$ cat config.mk
export PLATFORM = sky130hd
export DESIGN_NAME = rate_conv_regs
export DESIGN_NICKNAME = d
export VERILOG_FILES = /design/src/rate_conv_pkg.sv /design/src/cs_buffer_mem.sv /design/src/rate_conv_regs.sv
export SDC_FILE = /design/constraint.sdc
export NUM_CORES = 2
export LEC_CHECK = 0
export BUFFER_PORTS_ARGS = -buffer_cell sky130_fd_sc_hd__buf_2
export CORE_MARGIN = 2
export CORE_UTILIZATION = 50
export DETAILED_ROUTE_END_ITERATION = 10
export GPL_TIMING_DRIVEN = 0
export PLACE_DENSITY = 0.66
export SYNTH_ARGS = -nofsm -noshare
export SYNTH_HDL_FRONTEND = slang
export SYNTH_SLANG_ARGS = --single-unit
$ cat constraint.sdc
create_clock -name clk -period 12.9 [get_ports clk]
set_input_delay 0.645 -clock clk [delete_from_list [all_inputs] [get_ports clk]]
set_output_delay 0.645 -clock clk [all_outputs]
set_load 0.005 [all_outputs]
$ cat src/rate_conv_pkg.sv
// Constants, carrier types and helpers for the attenuation, ratio and page register slice
// Functional notes
// - Ganging bit 0: left output scaled by the left attenuation code only.
// - Ganging bit 1: left code also scales right; right code ignored.
// - Ganging bit 0: right output scaled by its own code at 0x31.
// - Attenuation is code value times 0.5 dB; code 0 passes unchanged.
// - Ratio: integer in 0x32 bits 7:3, fraction spans 0x32 bits 2:0 and 0x33.
// - Page register at 0x7F: two-bit page, upper bits zero, page 0 default.
// - Page 1 shows receiver status bytes: channel 1 at 2n, channel 2 at 2n+1.
// - First bit of byte 0 selects consumer (0) or professional (1) format.
// - Professional format: transmitter inserts CRC as byte 23 of each channel.
package rate_conv_pkg;

  localparam int          ADDR_W          = 9;
  localparam int          IDX_W           = 7;
  localparam int          BUF_ADDR_W      = 6;
  localparam int          CS_DEPTH        = 48;
  localparam logic [6:0]  IDX_CONTROL     = 7'h2d;
  localparam logic [6:0]  IDX_LEFT_ATTEN  = 7'h30;
  localparam logic [6:0]  IDX_RIGHT_ATTEN = 7'h31;
  localparam logic [6:0]  IDX_RATIO_HIGH  = 7'h32;
  localparam logic [6:0]  IDX_RATIO_LOW   = 7'h33;
  localparam logic [6:0]  IDX_PAGE        = 7'h7f;
  localparam logic [6:0]  IDX_BUF_LAST    = 7'h2f;
  localparam int          GANG_BIT        = 0;
  localparam int          PRO_BIT         = 7;
  localparam logic [1:0]  PAGE_CONTROL    = 2'h0;
  localparam logic [1:0]  PAGE_RECEIVER   = 2'h1;
  localparam logic [1:0]  PAGE_TRANSMIT   = 2'h2;
  localparam logic [1:0]  PAGE_RESET      = 2'h0;
  localparam logic [7:0]  ATTEN_RESET     = 8'h00;
  localparam logic        GANG_RESET      = 1'b0;
  localparam logic [4:0]  CRC_BYTE        = 5'h17;
  localparam logic [7:0]  CRC_INIT        = 8'hff;
  localparam logic [7:0]  CRC_POLY        = 8'h1d;
  localparam int          GAIN_FRAC       = 15;
  localparam int          STEPS_PER_SHIFT = 12;
  localparam logic [15:0] UNITY_GAIN      = 16'h8000;
  // Gain of 10^(-r/40) in Q15 for r = 0..11; each twelve steps is one right shift
  localparam logic [15:0] GAIN_TABLE [STEPS_PER_SHIFT] = '{
    16'h8000, 16'h78d7, 16'h7215, 16'h6bb3, 16'h65ad, 16'h5ffd,
    16'h5a9e, 16'h558c, 16'h50c3, 16'h4c3f, 16'h47fb, 16'h43f4};

  typedef enum logic [2:0] {
    BUS_IDLE  = 3'b001,
    BUS_FETCH = 3'b010,
    BUS_LOAD  = 3'b100
  } bus_state_type;

  typedef struct packed {
    logic              psel;
    logic              penable;
    logic              pwrite;
    logic [ADDR_W-1:0] paddr;
    logic [31:0]       pwdata;
  } apb_req_type;

  typedef struct packed {
    logic [31:0] prdata;
    logic        pready;
    logic        pslverr;
  } apb_rsp_type;

  typedef struct packed {
    logic               valid;
    logic signed [23:0] left;
    logic signed [23:0] right;
  } sample_type;

  typedef struct packed {
    logic [4:0]  shift;
    logic [15:0] gain;
  } atten_type;

  function automatic atten_type atten_split(input logic [7:0] code);
    int        q;
    int        r;
    atten_type res;
    q = int'(code) / STEPS_PER_SHIFT;
    r = int'(code) - q * STEPS_PER_SHIFT;
    res.shift = 5'(q);
    res.gain  = GAIN_TABLE[r];
    return res;
  endfunction : atten_split

  // Bits enter in transmission order, register bit 7 first
  function automatic logic [7:0] crc8_byte(input logic [7:0] crc, input logic [7:0] data);
    logic [7:0] c;
    logic       fb;
    c = crc;
    for (int i = 7; i >= 0; i--)
    begin
      fb = c[7] ^ data[i];
      c  = {c[6:0], 1'b0} ^ (fb ? CRC_POLY : 8'h00);
    end
    return c;
  endfunction : crc8_byte

endpackage : rate_conv_pkg

$ cat src/cs_buffer_mem.sv
// Channel status byte store: one write port, two registered read ports
`timescale 1ns/1ps
module cs_buffer_mem #(
  parameter int WIDTH  = 8,
  parameter int DEPTH  = 48,
  parameter int ADDR_W = 6
) (
  input  wire logic              clk,
  input  wire logic              rst,
  input  wire logic              we,
  input  wire logic [ADDR_W-1:0] waddr,
  input  wire logic [WIDTH-1:0]  wdata,
  input  wire logic [ADDR_W-1:0] raddr_a,
  output logic      [WIDTH-1:0]  rdata_a,
  input  wire logic [ADDR_W-1:0] raddr_b,
  output logic      [WIDTH-1:0]  rdata_b
);

  if (DEPTH > (1 << ADDR_W) || DEPTH < 1)
  begin : g_bad_depth
    $error("cs_buffer_mem depth does not fit its address width");
  end

  logic [WIDTH-1:0] mem [DEPTH];

  // Contents are data, not control, so they carry no reset
  always_ff @(posedge clk)
  begin
    if (we && int'(waddr) < DEPTH)
      mem[waddr] <= wdata;
  end

  always_ff @(posedge clk)
  begin
    if (rst)
      rdata_a <= '0;
    else
      rdata_a <= (int'(raddr_a) < DEPTH) ? mem[raddr_a] : '0;
  end

  always_ff @(posedge clk)
  begin
    if (rst)
      rdata_b <= '0;
    else
      rdata_b <= (int'(raddr_b) < DEPTH) ? mem[raddr_b] : '0;
  end

endmodule : cs_buffer_mem

$ cat src/rate_conv_regs.sv
// Paged APB register bank: output attenuation, ratio readback, channel status buffers
`timescale 1ns/1ps
module rate_conv_regs #(
  parameter int CS_DEPTH = rate_conv_pkg::CS_DEPTH
) (
  input  wire logic                    clk,
  input  wire logic                    rst,
  input  wire rate_conv_pkg::apb_req_type apb_req,
  output rate_conv_pkg::apb_rsp_type   apb_rsp,
  input  wire logic [15:0]             ratio_measured,
  input  wire logic                    rx_cs_we,
  input  wire logic [5:0]              rx_cs_addr,
  input  wire logic [7:0]              rx_cs_wdata,
  output logic      [1:0]              rx_pro_mode,
  input  wire logic                    tx_cs_rd,
  input  wire logic [5:0]              tx_cs_addr,
  output logic      [7:0]              tx_cs_rdata,
  output logic      [1:0]              tx_pro_mode,
  input  wire rate_conv_pkg::sample_type audio_in,
  output rate_conv_pkg::sample_type    audio_out
);

  if (CS_DEPTH != 2 * 24)
  begin : g_bad_depth
    $error("rate_conv_regs needs 24 status bytes per channel");
  end

  rate_conv_pkg::bus_state_type bus_state_reg;
  rate_conv_pkg::bus_state_type bus_state_next;
  logic [6:0]                   idx;
  logic                         wr_fire;
  logic                         rd_load;
  logic [1:0]                   page_reg;
  logic                         gang_reg;
  logic [7:0]                   atten_code_reg [2];
  logic [15:0]                  ratio_hold_reg;
  logic [31:0]                  prdata_reg;
  logic [31:0]                  read_value;
  logic [7:0]                   rx_mem_rdata;
  logic [7:0]                   tx_mem_rdata;
  logic [7:0]                   tx_b_rdata;
  logic                         tx_mem_we;
  logic                         tx_rd_d_reg;
  logic [5:0]                   tx_addr_d_reg;
  logic [4:0]                   tx_byte;
  logic                         tx_ch;
  logic [7:0]                   crc_reg [2];
  logic [1:0]                   tx_pro_reg;
  logic [1:0]                   rx_pro_reg;
  logic [7:0]                   tx_rdata_reg;
  rate_conv_pkg::atten_type     split_reg [2];
  logic signed [40:0]           prod_reg [2];
  logic [4:0]                   shift_d_reg [2];
  logic                         stage_valid_reg;
  logic signed [23:0]           out_reg [2];
  logic                         out_valid_reg;
  logic signed [23:0]           in_sample [2];

  function automatic logic in_buffer(input logic [6:0] i);
    return i <= rate_conv_pkg::IDX_BUF_LAST;
  endfunction : in_buffer

  function automatic logic is_mapped(input logic [1:0] pg, input logic [6:0] i,
                                     input logic [1:0] low);
    logic ctl;
    ctl = (i == rate_conv_pkg::IDX_CONTROL) || (i == rate_conv_pkg::IDX_LEFT_ATTEN) ||
          (i == rate_conv_pkg::IDX_RIGHT_ATTEN) || (i == rate_conv_pkg::IDX_RATIO_HIGH) ||
          (i == rate_conv_pkg::IDX_RATIO_LOW);
    if (low != 2'h0)
      return 1'b0;
    if (i == rate_conv_pkg::IDX_PAGE)
      return 1'b1;
    if (pg == rate_conv_pkg::PAGE_CONTROL)
      return ctl;
    if (pg == rate_conv_pkg::PAGE_RECEIVER || pg == rate_conv_pkg::PAGE_TRANSMIT)
      return in_buffer(i);
    return 1'b0;
  endfunction : is_mapped

  assign idx     = apb_req.paddr[8:2];
  assign wr_fire = (bus_state_reg == rate_conv_pkg::BUS_LOAD) && apb_req.psel &&
                   apb_req.penable && apb_req.pwrite;
  assign rd_load = (bus_state_reg == rate_conv_pkg::BUS_FETCH) && !apb_req.pwrite;

  // Two wait states: the buffer read is registered, then the read word is registered
  always_comb
  begin
    bus_state_next = bus_state_reg;
    case (bus_state_reg)
      rate_conv_pkg::BUS_IDLE:
        if (apb_req.psel && apb_req.penable)
          bus_state_next = rate_conv_pkg::BUS_FETCH;
      rate_conv_pkg::BUS_FETCH:
        bus_state_next = rate_conv_pkg::BUS_LOAD;
      rate_conv_pkg::BUS_LOAD:
        bus_state_next = rate_conv_pkg::BUS_IDLE;
      default:
        bus_state_next = rate_conv_pkg::BUS_IDLE;
    endcase
  end

  always_ff @(posedge clk)
  begin
    if (rst)
      bus_state_reg <= rate_conv_pkg::BUS_IDLE;
    else
      bus_state_reg <= bus_state_next;
  end

  assign apb_rsp.prdata  = prdata_reg;
  assign apb_rsp.pready  = (bus_state_reg == rate_conv_pkg::BUS_LOAD) && apb_req.penable;
  assign apb_rsp.pslverr = apb_rsp.pready && !is_mapped(page_reg, idx, apb_req.paddr[1:0]);

  always_comb
  begin
    read_value = 32'h0000_0000;
    if (!is_mapped(page_reg, idx, apb_req.paddr[1:0]))
      read_value = 32'h0000_0000;
    else if (idx == rate_conv_pkg::IDX_PAGE)
      read_value = {30'h0000_0000, page_reg};
    else
      case (page_reg)
        rate_conv_pkg::PAGE_CONTROL:
          case (idx)
            rate_conv_pkg::IDX_CONTROL:     read_value[rate_conv_pkg::GANG_BIT] = gang_reg;
            rate_conv_pkg::IDX_LEFT_ATTEN:  read_value[7:0] = atten_code_reg[0];
            rate_conv_pkg::IDX_RIGHT_ATTEN: read_value[7:0] = atten_code_reg[1];
            rate_conv_pkg::IDX_RATIO_HIGH:  read_value[7:0] = ratio_measured[15:8];
            rate_conv_pkg::IDX_RATIO_LOW:   read_value[7:0] = ratio_hold_reg[7:0];
            default:                        read_value = 32'h0000_0000;
          endcase
        rate_conv_pkg::PAGE_RECEIVER: read_value[7:0] = rx_mem_rdata;
        rate_conv_pkg::PAGE_TRANSMIT: read_value[7:0] = tx_mem_rdata;
        default:                      read_value = 32'h0000_0000;
      endcase
  end

  always_ff @(posedge clk)
  begin
    if (rst)
      prdata_reg <= 32'h0000_0000;
    else if (rd_load)
      prdata_reg <= read_value;
  end

  // Freezing here means the fraction low byte always matches the high byte just read
  always_ff @(posedge clk)
  begin
    if (rst)
      ratio_hold_reg <= 16'h0000;
    else if (rd_load && page_reg == rate_conv_pkg::PAGE_CONTROL &&
             idx == rate_conv_pkg::IDX_RATIO_HIGH && apb_req.paddr[1:0] == 2'h0)
      ratio_hold_reg <= ratio_measured;
  end

  always_ff @(posedge clk)
  begin
    if (rst)
      page_reg <= rate_conv_pkg::PAGE_RESET;
    else if (wr_fire && idx == rate_conv_pkg::IDX_PAGE && apb_req.paddr[1:0] == 2'h0)
      page_reg <= apb_req.pwdata[1:0];
  end

  always_ff @(posedge clk)
  begin
    if (rst)
    begin
      gang_reg          <= rate_conv_pkg::GANG_RESET;
      atten_code_reg[0] <= rate_conv_pkg::ATTEN_RESET;
      atten_code_reg[1] <= rate_conv_pkg::ATTEN_RESET;
    end
    else if (wr_fire && page_reg == rate_conv_pkg::PAGE_CONTROL &&
             apb_req.paddr[1:0] == 2'h0)
    begin
      if (idx == rate_conv_pkg::IDX_CONTROL)
        gang_reg <= apb_req.pwdata[rate_conv_pkg::GANG_BIT];
      if (idx == rate_conv_pkg::IDX_LEFT_ATTEN)
        atten_code_reg[0] <= apb_req.pwdata[7:0];
      if (idx == rate_conv_pkg::IDX_RIGHT_ATTEN)
        atten_code_reg[1] <= apb_req.pwdata[7:0];
    end
  end

  assign tx_mem_we = wr_fire && page_reg == rate_conv_pkg::PAGE_TRANSMIT &&
                     in_buffer(idx) && apb_req.paddr[1:0] == 2'h0;

  // Receiver buffer is read-only to software; only the receiver fills it
  cs_buffer_mem #(
    .WIDTH  (8),
    .DEPTH  (CS_DEPTH),
    .ADDR_W (rate_conv_pkg::BUF_ADDR_W)
  ) rx_buffer (
    .clk     (clk),
    .rst     (rst),
    .we      (rx_cs_we),
    .waddr   (rx_cs_addr),
    .wdata   (rx_cs_wdata),
    .raddr_a (idx[5:0]),
    .rdata_a (rx_mem_rdata),
    .raddr_b (6'h00),
    .rdata_b ()
  );

  cs_buffer_mem #(
    .WIDTH  (8),
    .DEPTH  (CS_DEPTH),
    .ADDR_W (rate_conv_pkg::BUF_ADDR_W)
  ) tx_buffer (
    .clk     (clk),
    .rst     (rst),
    .we      (tx_mem_we),
    .waddr   (idx[5:0]),
    .wdata   (apb_req.pwdata[7:0]),
    .raddr_a (idx[5:0]),
    .rdata_a (tx_mem_rdata),
    .raddr_b (tx_cs_addr),
    .rdata_b (tx_b_rdata)
  );

  always_ff @(posedge clk)
  begin
    if (rst)
    begin
      tx_rd_d_reg   <= 1'b0;
      tx_addr_d_reg <= 6'h00;
    end
    else
    begin
      tx_rd_d_reg   <= tx_cs_rd;
      tx_addr_d_reg <= tx_cs_addr;
    end
  end

  assign tx_byte = tx_addr_d_reg[5:1];
  assign tx_ch   = tx_addr_d_reg[0];

  // CRC runs as the transmitter walks bytes 0..22, so bytes must be fetched in order
  for (genvar ch = 0; ch < 2; ch++)
  begin : g_chan
    always_ff @(posedge clk)
    begin
      if (rst)
      begin
        crc_reg[ch]    <= rate_conv_pkg::CRC_INIT;
        tx_pro_reg[ch] <= 1'b0;
      end
      else if (tx_rd_d_reg && tx_ch == 1'(ch))
      begin
        if (tx_byte == 5'h00)
        begin
          crc_reg[ch]    <= rate_conv_pkg::crc8_byte(rate_conv_pkg::CRC_INIT, tx_b_rdata);
          tx_pro_reg[ch] <= tx_b_rdata[rate_conv_pkg::PRO_BIT];
        end
        else if (tx_byte < rate_conv_pkg::CRC_BYTE)
          crc_reg[ch] <= rate_conv_pkg::crc8_byte(crc_reg[ch], tx_b_rdata);
      end
    end

    always_ff @(posedge clk)
    begin
      if (rst)
        rx_pro_reg[ch] <= 1'b0;
      else if (rx_cs_we && rx_cs_addr == 6'(ch))
        rx_pro_reg[ch] <= rx_cs_wdata[rate_conv_pkg::PRO_BIT];
    end

    // Right channel follows the left code while ganged
    always_ff @(posedge clk)
    begin
      if (rst)
        split_reg[ch] <= rate_conv_pkg::atten_split(rate_conv_pkg::ATTEN_RESET);
      else if (ch == 1 && gang_reg)
        split_reg[ch] <= rate_conv_pkg::atten_split(atten_code_reg[0]);
      else
        split_reg[ch] <= rate_conv_pkg::atten_split(atten_code_reg[ch]);
    end

    always_ff @(posedge clk)
    begin
      if (rst)
      begin
        prod_reg[ch]    <= '0;
        shift_d_reg[ch] <= 5'h00;
        out_reg[ch]     <= 24'sh000000;
      end
      else
      begin
        if (audio_in.valid)
        begin
          prod_reg[ch]    <= in_sample[ch] * $signed({1'b0, split_reg[ch].gain});
          shift_d_reg[ch] <= split_reg[ch].shift;
        end
        if (stage_valid_reg)
          out_reg[ch] <= 24'(prod_reg[ch] >>> (rate_conv_pkg::GAIN_FRAC +
                                               int'(shift_d_reg[ch])));
      end
    end
  end

  assign in_sample[0] = audio_in.left;
  assign in_sample[1] = audio_in.right;

  always_ff @(posedge clk)
  begin
    if (rst)
      tx_rdata_reg <= 8'h00;
    else if (tx_rd_d_reg && tx_byte == rate_conv_pkg::CRC_BYTE && tx_pro_reg[tx_ch])
      tx_rdata_reg <= crc_reg[tx_ch];
    else if (tx_rd_d_reg)
      tx_rdata_reg <= tx_b_rdata;
  end

  always_ff @(posedge clk)
  begin
    if (rst)
    begin
      stage_valid_reg <= 1'b0;
      out_valid_reg   <= 1'b0;
    end
    else
    begin
      stage_valid_reg <= audio_in.valid;
      out_valid_reg   <= stage_valid_reg;
    end
  end

  assign tx_cs_rdata     = tx_rdata_reg;
  assign tx_pro_mode     = tx_pro_reg;
  assign rx_pro_mode     = rx_pro_reg;
  assign audio_out.valid = out_valid_reg;
  assign audio_out.left  = out_reg[0];
  assign audio_out.right = out_reg[1];

  AST_LEFT_OWN_CODE: assert property (@(posedge clk) disable iff (rst)
    1'b1 |=> split_reg[0] == rate_conv_pkg::atten_split($past(atten_code_reg[0])))
    else $error("left gain does not follow left code");

  AST_GANG_RIGHT: assert property (@(posedge clk) disable iff (rst)
    gang_reg |=> split_reg[1] == rate_conv_pkg::atten_split($past(atten_code_reg[0])))
    else $error("ganged right gain differs from left code");

  AST_RIGHT_OWN_CODE: assert property (@(posedge clk) disable iff (rst)
    !gang_reg |=> split_reg[1] == rate_conv_pkg::atten_split($past(atten_code_reg[1])))
    else $error("right gain does not follow right code");

  AST_UNITY_PASS: assert property (@(posedge clk) disable iff (rst)
    audio_in.valid && split_reg[0].gain == rate_conv_pkg::UNITY_GAIN &&
    split_reg[0].shift == 5'h00 |-> ##2 out_valid_reg && out_reg[0] == $past(audio_in.left, 2))
    else $error("zero attenuation changed the sample");

  AST_RATIO_HIGH: assert property (@(posedge clk) disable iff (rst)
    $rose(bus_state_reg == rate_conv_pkg::BUS_LOAD) && ratio_hold_reg != $past(ratio_hold_reg)
    |-> prdata_reg[7:0] == ratio_hold_reg[15:8] && prdata_reg[31:8] == 24'h000000)
    else $error("ratio high byte does not match captured ratio");

  AST_RATIO_LOW: assert property (@(posedge clk) disable iff (rst)
    rd_load && page_reg == rate_conv_pkg::PAGE_CONTROL && idx == rate_conv_pkg::IDX_RATIO_LOW &&
    apb_req.paddr[1:0] == 2'h0 |=> prdata_reg[7:0] == $past(ratio_hold_reg[7:0]))
    else $error("ratio low byte not from holding register");

  AST_PAGE_WRITE: assert property (@(posedge clk) disable iff (rst)
    wr_fire && idx == rate_conv_pkg::IDX_PAGE && apb_req.paddr[1:0] == 2'h0
    |=> page_reg == $past(apb_req.pwdata[1:0]) ##1 bus_state_reg == rate_conv_pkg::BUS_IDLE)
    else $error("page write not taken");

  AST_PAGE_READ_ZERO: assert property (@(posedge clk) disable iff (rst)
    rd_load && idx == rate_conv_pkg::IDX_PAGE && apb_req.paddr[1:0] == 2'h0
    |=> prdata_reg[31:2] == 30'h0000_0000 && apb_rsp.pready == apb_req.penable)
    else $error("page read shows upper bits");

  AST_PRO_FLAG: assert property (@(posedge clk) disable iff (rst)
    tx_rd_d_reg && tx_byte == 5'h00 |=> tx_pro_reg[$past(tx_ch)] == $past(tx_b_rdata[7]))
    else $error("format flag not taken from byte 0");

  AST_CRC_INSERT: assert property (@(posedge clk) disable iff (rst)
    tx_rd_d_reg && tx_byte == rate_conv_pkg::CRC_BYTE && tx_pro_reg[tx_ch]
    |=> tx_cs_rdata == $past(crc_reg[tx_ch]))
    else $error("crc not inserted as byte 23");

endmodule : rate_conv_regs

==> results.json <==
{
  "final_cells": 9246,
  "finalSetupViolations": 0,
  "multi_input_comb_area_um2": 41600,
  "hold_path_class": "in -> reg",
  "drv_cap": 11,
  "path_delay_family": "adder cells",
  "yosysWarnings": 0,
  "place_area_um2": 80600,
  "cts_hold_buf": 0,
  "htree_levels": 3,
  "drive_above_1_share": 0.103,
  "dp_cells": 9026,
  "synth_cells": 6776,
  "yosysSeqAreaShare": 0.398,
  "seqCellArea_um2": 30600,
  "io_pins": 228,
  "hold_viol_final": 0,
  "syn_area_um2": 77000,
  "die_area_um2": 157000,
  "fin_crit_sh": 0.638,
  "setup_slack_ns": 4.67,
  "pre_cts_slack_ns": 4.60,
  "start_kind": "flip-flop",
  "clk-insertion-delay-late_ns": 0.80,
  "grt_overflow": 0,
  "ff2ff_path_depth": 20,
  "start_util": 0.505,
  "synth_ff_type": "edfxtp_1",
  "drtPass1Iterations": 8,
  "endpoint_kind": "flip-flop",
  "synth-edff-count": 961,
  "grt_start_max_net_pins": 52,
  "fin_area_um2": 84500,
  "status": "complete, but fails checks",
  "power_density_nw_per_um2": 268,
  "post_cts.repair.setup_buffers": 0,
  "fmax_mhz": 122,
  "final_nets": 8219,
  "cp.depth": 20,
  "fillers": 13200,
  "antenna_found_initial": 26,
  "slew_headroom": -0.110,
  "critPathArrivalTime_ns": 8.67,
  "ys_ff_latch": 1049,
  "clkTransAtPathRegs_ns": 0.07,
  "vdd_drop_max_mv": 0.512,
  "grt_pass1_wl_um": 376000,
  "via_count": 56100,
  "dp_hpwl_um": 193000,
  "cts_tree": "built",
  "worstMarginPinSlew_ns": 1.66,
  "die_w_um": 396,
  "cpMostUsedCell": "fa_1",
  "globalplace.congestion": 1.04,
  "total_leakage_power_uw": 0.0336,
  "drv_slew": 77,
  "ys_async_sr_fraction": 0,
  "cpPeakStageDelay_ns": 0.92,
  "min_period_ns": 8.23,
  "cts_buffers": 108,
  "violations": "max-capacitance violations, max-slew violations",
  "postSynthAreaPerCell_um2": 11.4,
  "whs_endpoint": "tx_rd_d_reg",
  "path_class": "reg -> reg",
  "synth.distinct_cells": 87,
  "fp.coreArea_um2": 152000,
  "cts_resized": 0,
  "clk_path_buf_depth": 3,
  "r2r-start": "split_reg[0][9]",
  "grt_pass1_vias": 56000,
  "yosysTopAreaCellShare": 0.375,
  "min_from": "tx_cs_rd",
  "worstPathRequired_ns": 13.35,
  "clockRootBuffer": "clkbuf_16",
  "finClkSkew_ns": 0.116,
  "numPortBuffers": 172,
  "drc_errors": 0,
  "drt_iter0_markers": 6487,
  "ant_nets": 0,
  "slowest_stage": "a2111oi_2",
  "cp_max_fo": 10,
  "rows": 143,
  "syn_to_final_growth_pct": 9.76,
  "synth_largest_area_cell": "edfxtp_1",
  "detail_route.wirelength_um": 259000,
  "die_y_um": 396,
  "tns_ns": 0,
  "path_cells": "clkbuf_1 > nand2_1 > fa_1 > fa_1 > fa_1 > fa_1 > fa_1 > inv_1 > fa_1 > ha_1 > a21o_1 > a21o_1 > a21o_1 > and3_1 > a2111oi_2 > o211ai_1 > a221oi_2 > a21oi_1 > xnor2_1 > nor2_1",
  "worstHoldPathCells": 2,
  "r2r-end": "prod_reg[0][40]",
  "path_buf_inv": 2,
  "reg2reg_slack_ns": 4.67,
  "rsz0062_at_grt": "no",
  "clock_sinks": 1049,
  "avgViaCountPerCell": 6.06,
  "track_usage": 0.330,
  "wl_per_cell_um": 28.0,
  "synth.area.top_cells": "edfxtp_1, fa_1, mux4_2"
}
-- worst reg2reg max path: cells and delay by family, from the launching register on --
kind	cells	cell delay, ns
fa+ha+maj	7	3.56
compound gates	7	2.30
flops	1	0.66
buf+inv	2	0.65
simple gates	3	0.46
xor+xnor	1	0.33
-- cell usage after synthesis (92+ instances only) --
library cell / instances
edfxtp_1: 961
inv_1: 865
fa_1: 754
nand2_1: 746
nor2_1: 482
and2_1: 343
a21oi_1: 297
clkbuf_1: 297
ha_1: 226
mux2i_1: 198
mux4_2: 182
o21ai_0: 169
xnor2_1: 110
a22oi_1: 97
mux2_2: 96
a211oi_1: 92
-- cell usage in the layout, fill, tap and decap left out, drive strengths merged, types with 97 or more instances in the layout --
cell    instances
mux2i         198
fa            754
a22oi          97
mux2           97
xnor2         110
mux4          182
a21oi         298
inv           871
nor2          482
edfxtp        961
and2          344
buf           295
ha            226
o21ai         179
clkbuf        430
nand2         747
-- logic make-up (layout without fill, tap and decap cells) --
family          Yosys count  after routing  synth area share
compound gates         1013           1013            0.0861
xor+xnor                161            161            0.0183
fa+ha+maj               980            980             0.233
buf+inv                1282           1664            0.0647
flops                  1049           1049             0.398
mux                     477            477            0.0932
other cells               2             60         0.0000976
simple gates           1812           1812             0.107
-- final cells by class --
class / instances / area share
Inverter: 866 / 0.0385
Buffer: 416 / 0.0206
Sequential cell: 1049 / 0.362
Tap cell: 2030 / 0.0301
Antenna cell: 15 / 0.000444
Clock inverter: 73 / 0.0105
Timing Repair Buffer: 177 / 0.0109
Clock buffer: 132 / 0.0346
Multi-Input combinational cell: 4488 / 0.492
-- per-layer routing --
layer,vias up,part of all wire,track usage
met5,-,0.00043,0
met2,3336,0.45,0.508
met1,28300,0.39,0.443
met4,16,0.060,0.165
met3,729,0.11,0.0733
li1,23700,-,-
-- power breakdown --
group / internal (uW) / switching, uW
Combinational: 6090 / 8970
Clock: 1900 / 1460
Sequential: 4050 / 159
Total: 12000 / 10600
-- how the worst max path moves through the flow --
| stage | start | end | slack (ns) |
|---|---|---|---|
| 4_1_cts | split_reg[0][9] | prod_reg[0][40] | 4.81 |
| 3_5_place_dp | audio_in[36] | prod_reg[0][40] | 4.60 |
| 3_3_place_gp | audio_in[27] | prod_reg[0][40] | 4.65 |
| 5_1_grt | split_reg[0][9] | prod_reg[0][40] | 4.33 |
| 6_report | split_reg[0][9] | prod_reg[0][40] | 4.67 |
| 2_1_floorplan | audio_in[36] | prod_reg[0][40] | 6.18 |
-- stage by stage --
step	utilization	hold slack, ns	power (uW)
2_1_floorplan	-	0.442	15300
3_3_place_gp	0.528	0.461	19100
3_5_place_dp	0.529	0.465	19300
4_1_cts	0.554	0.0740	22700
5_1_grt	0.554	0.119	24600
6_report	0.554	0.106	22600
No activity file was read; power rests on OpenSTA's default activity.
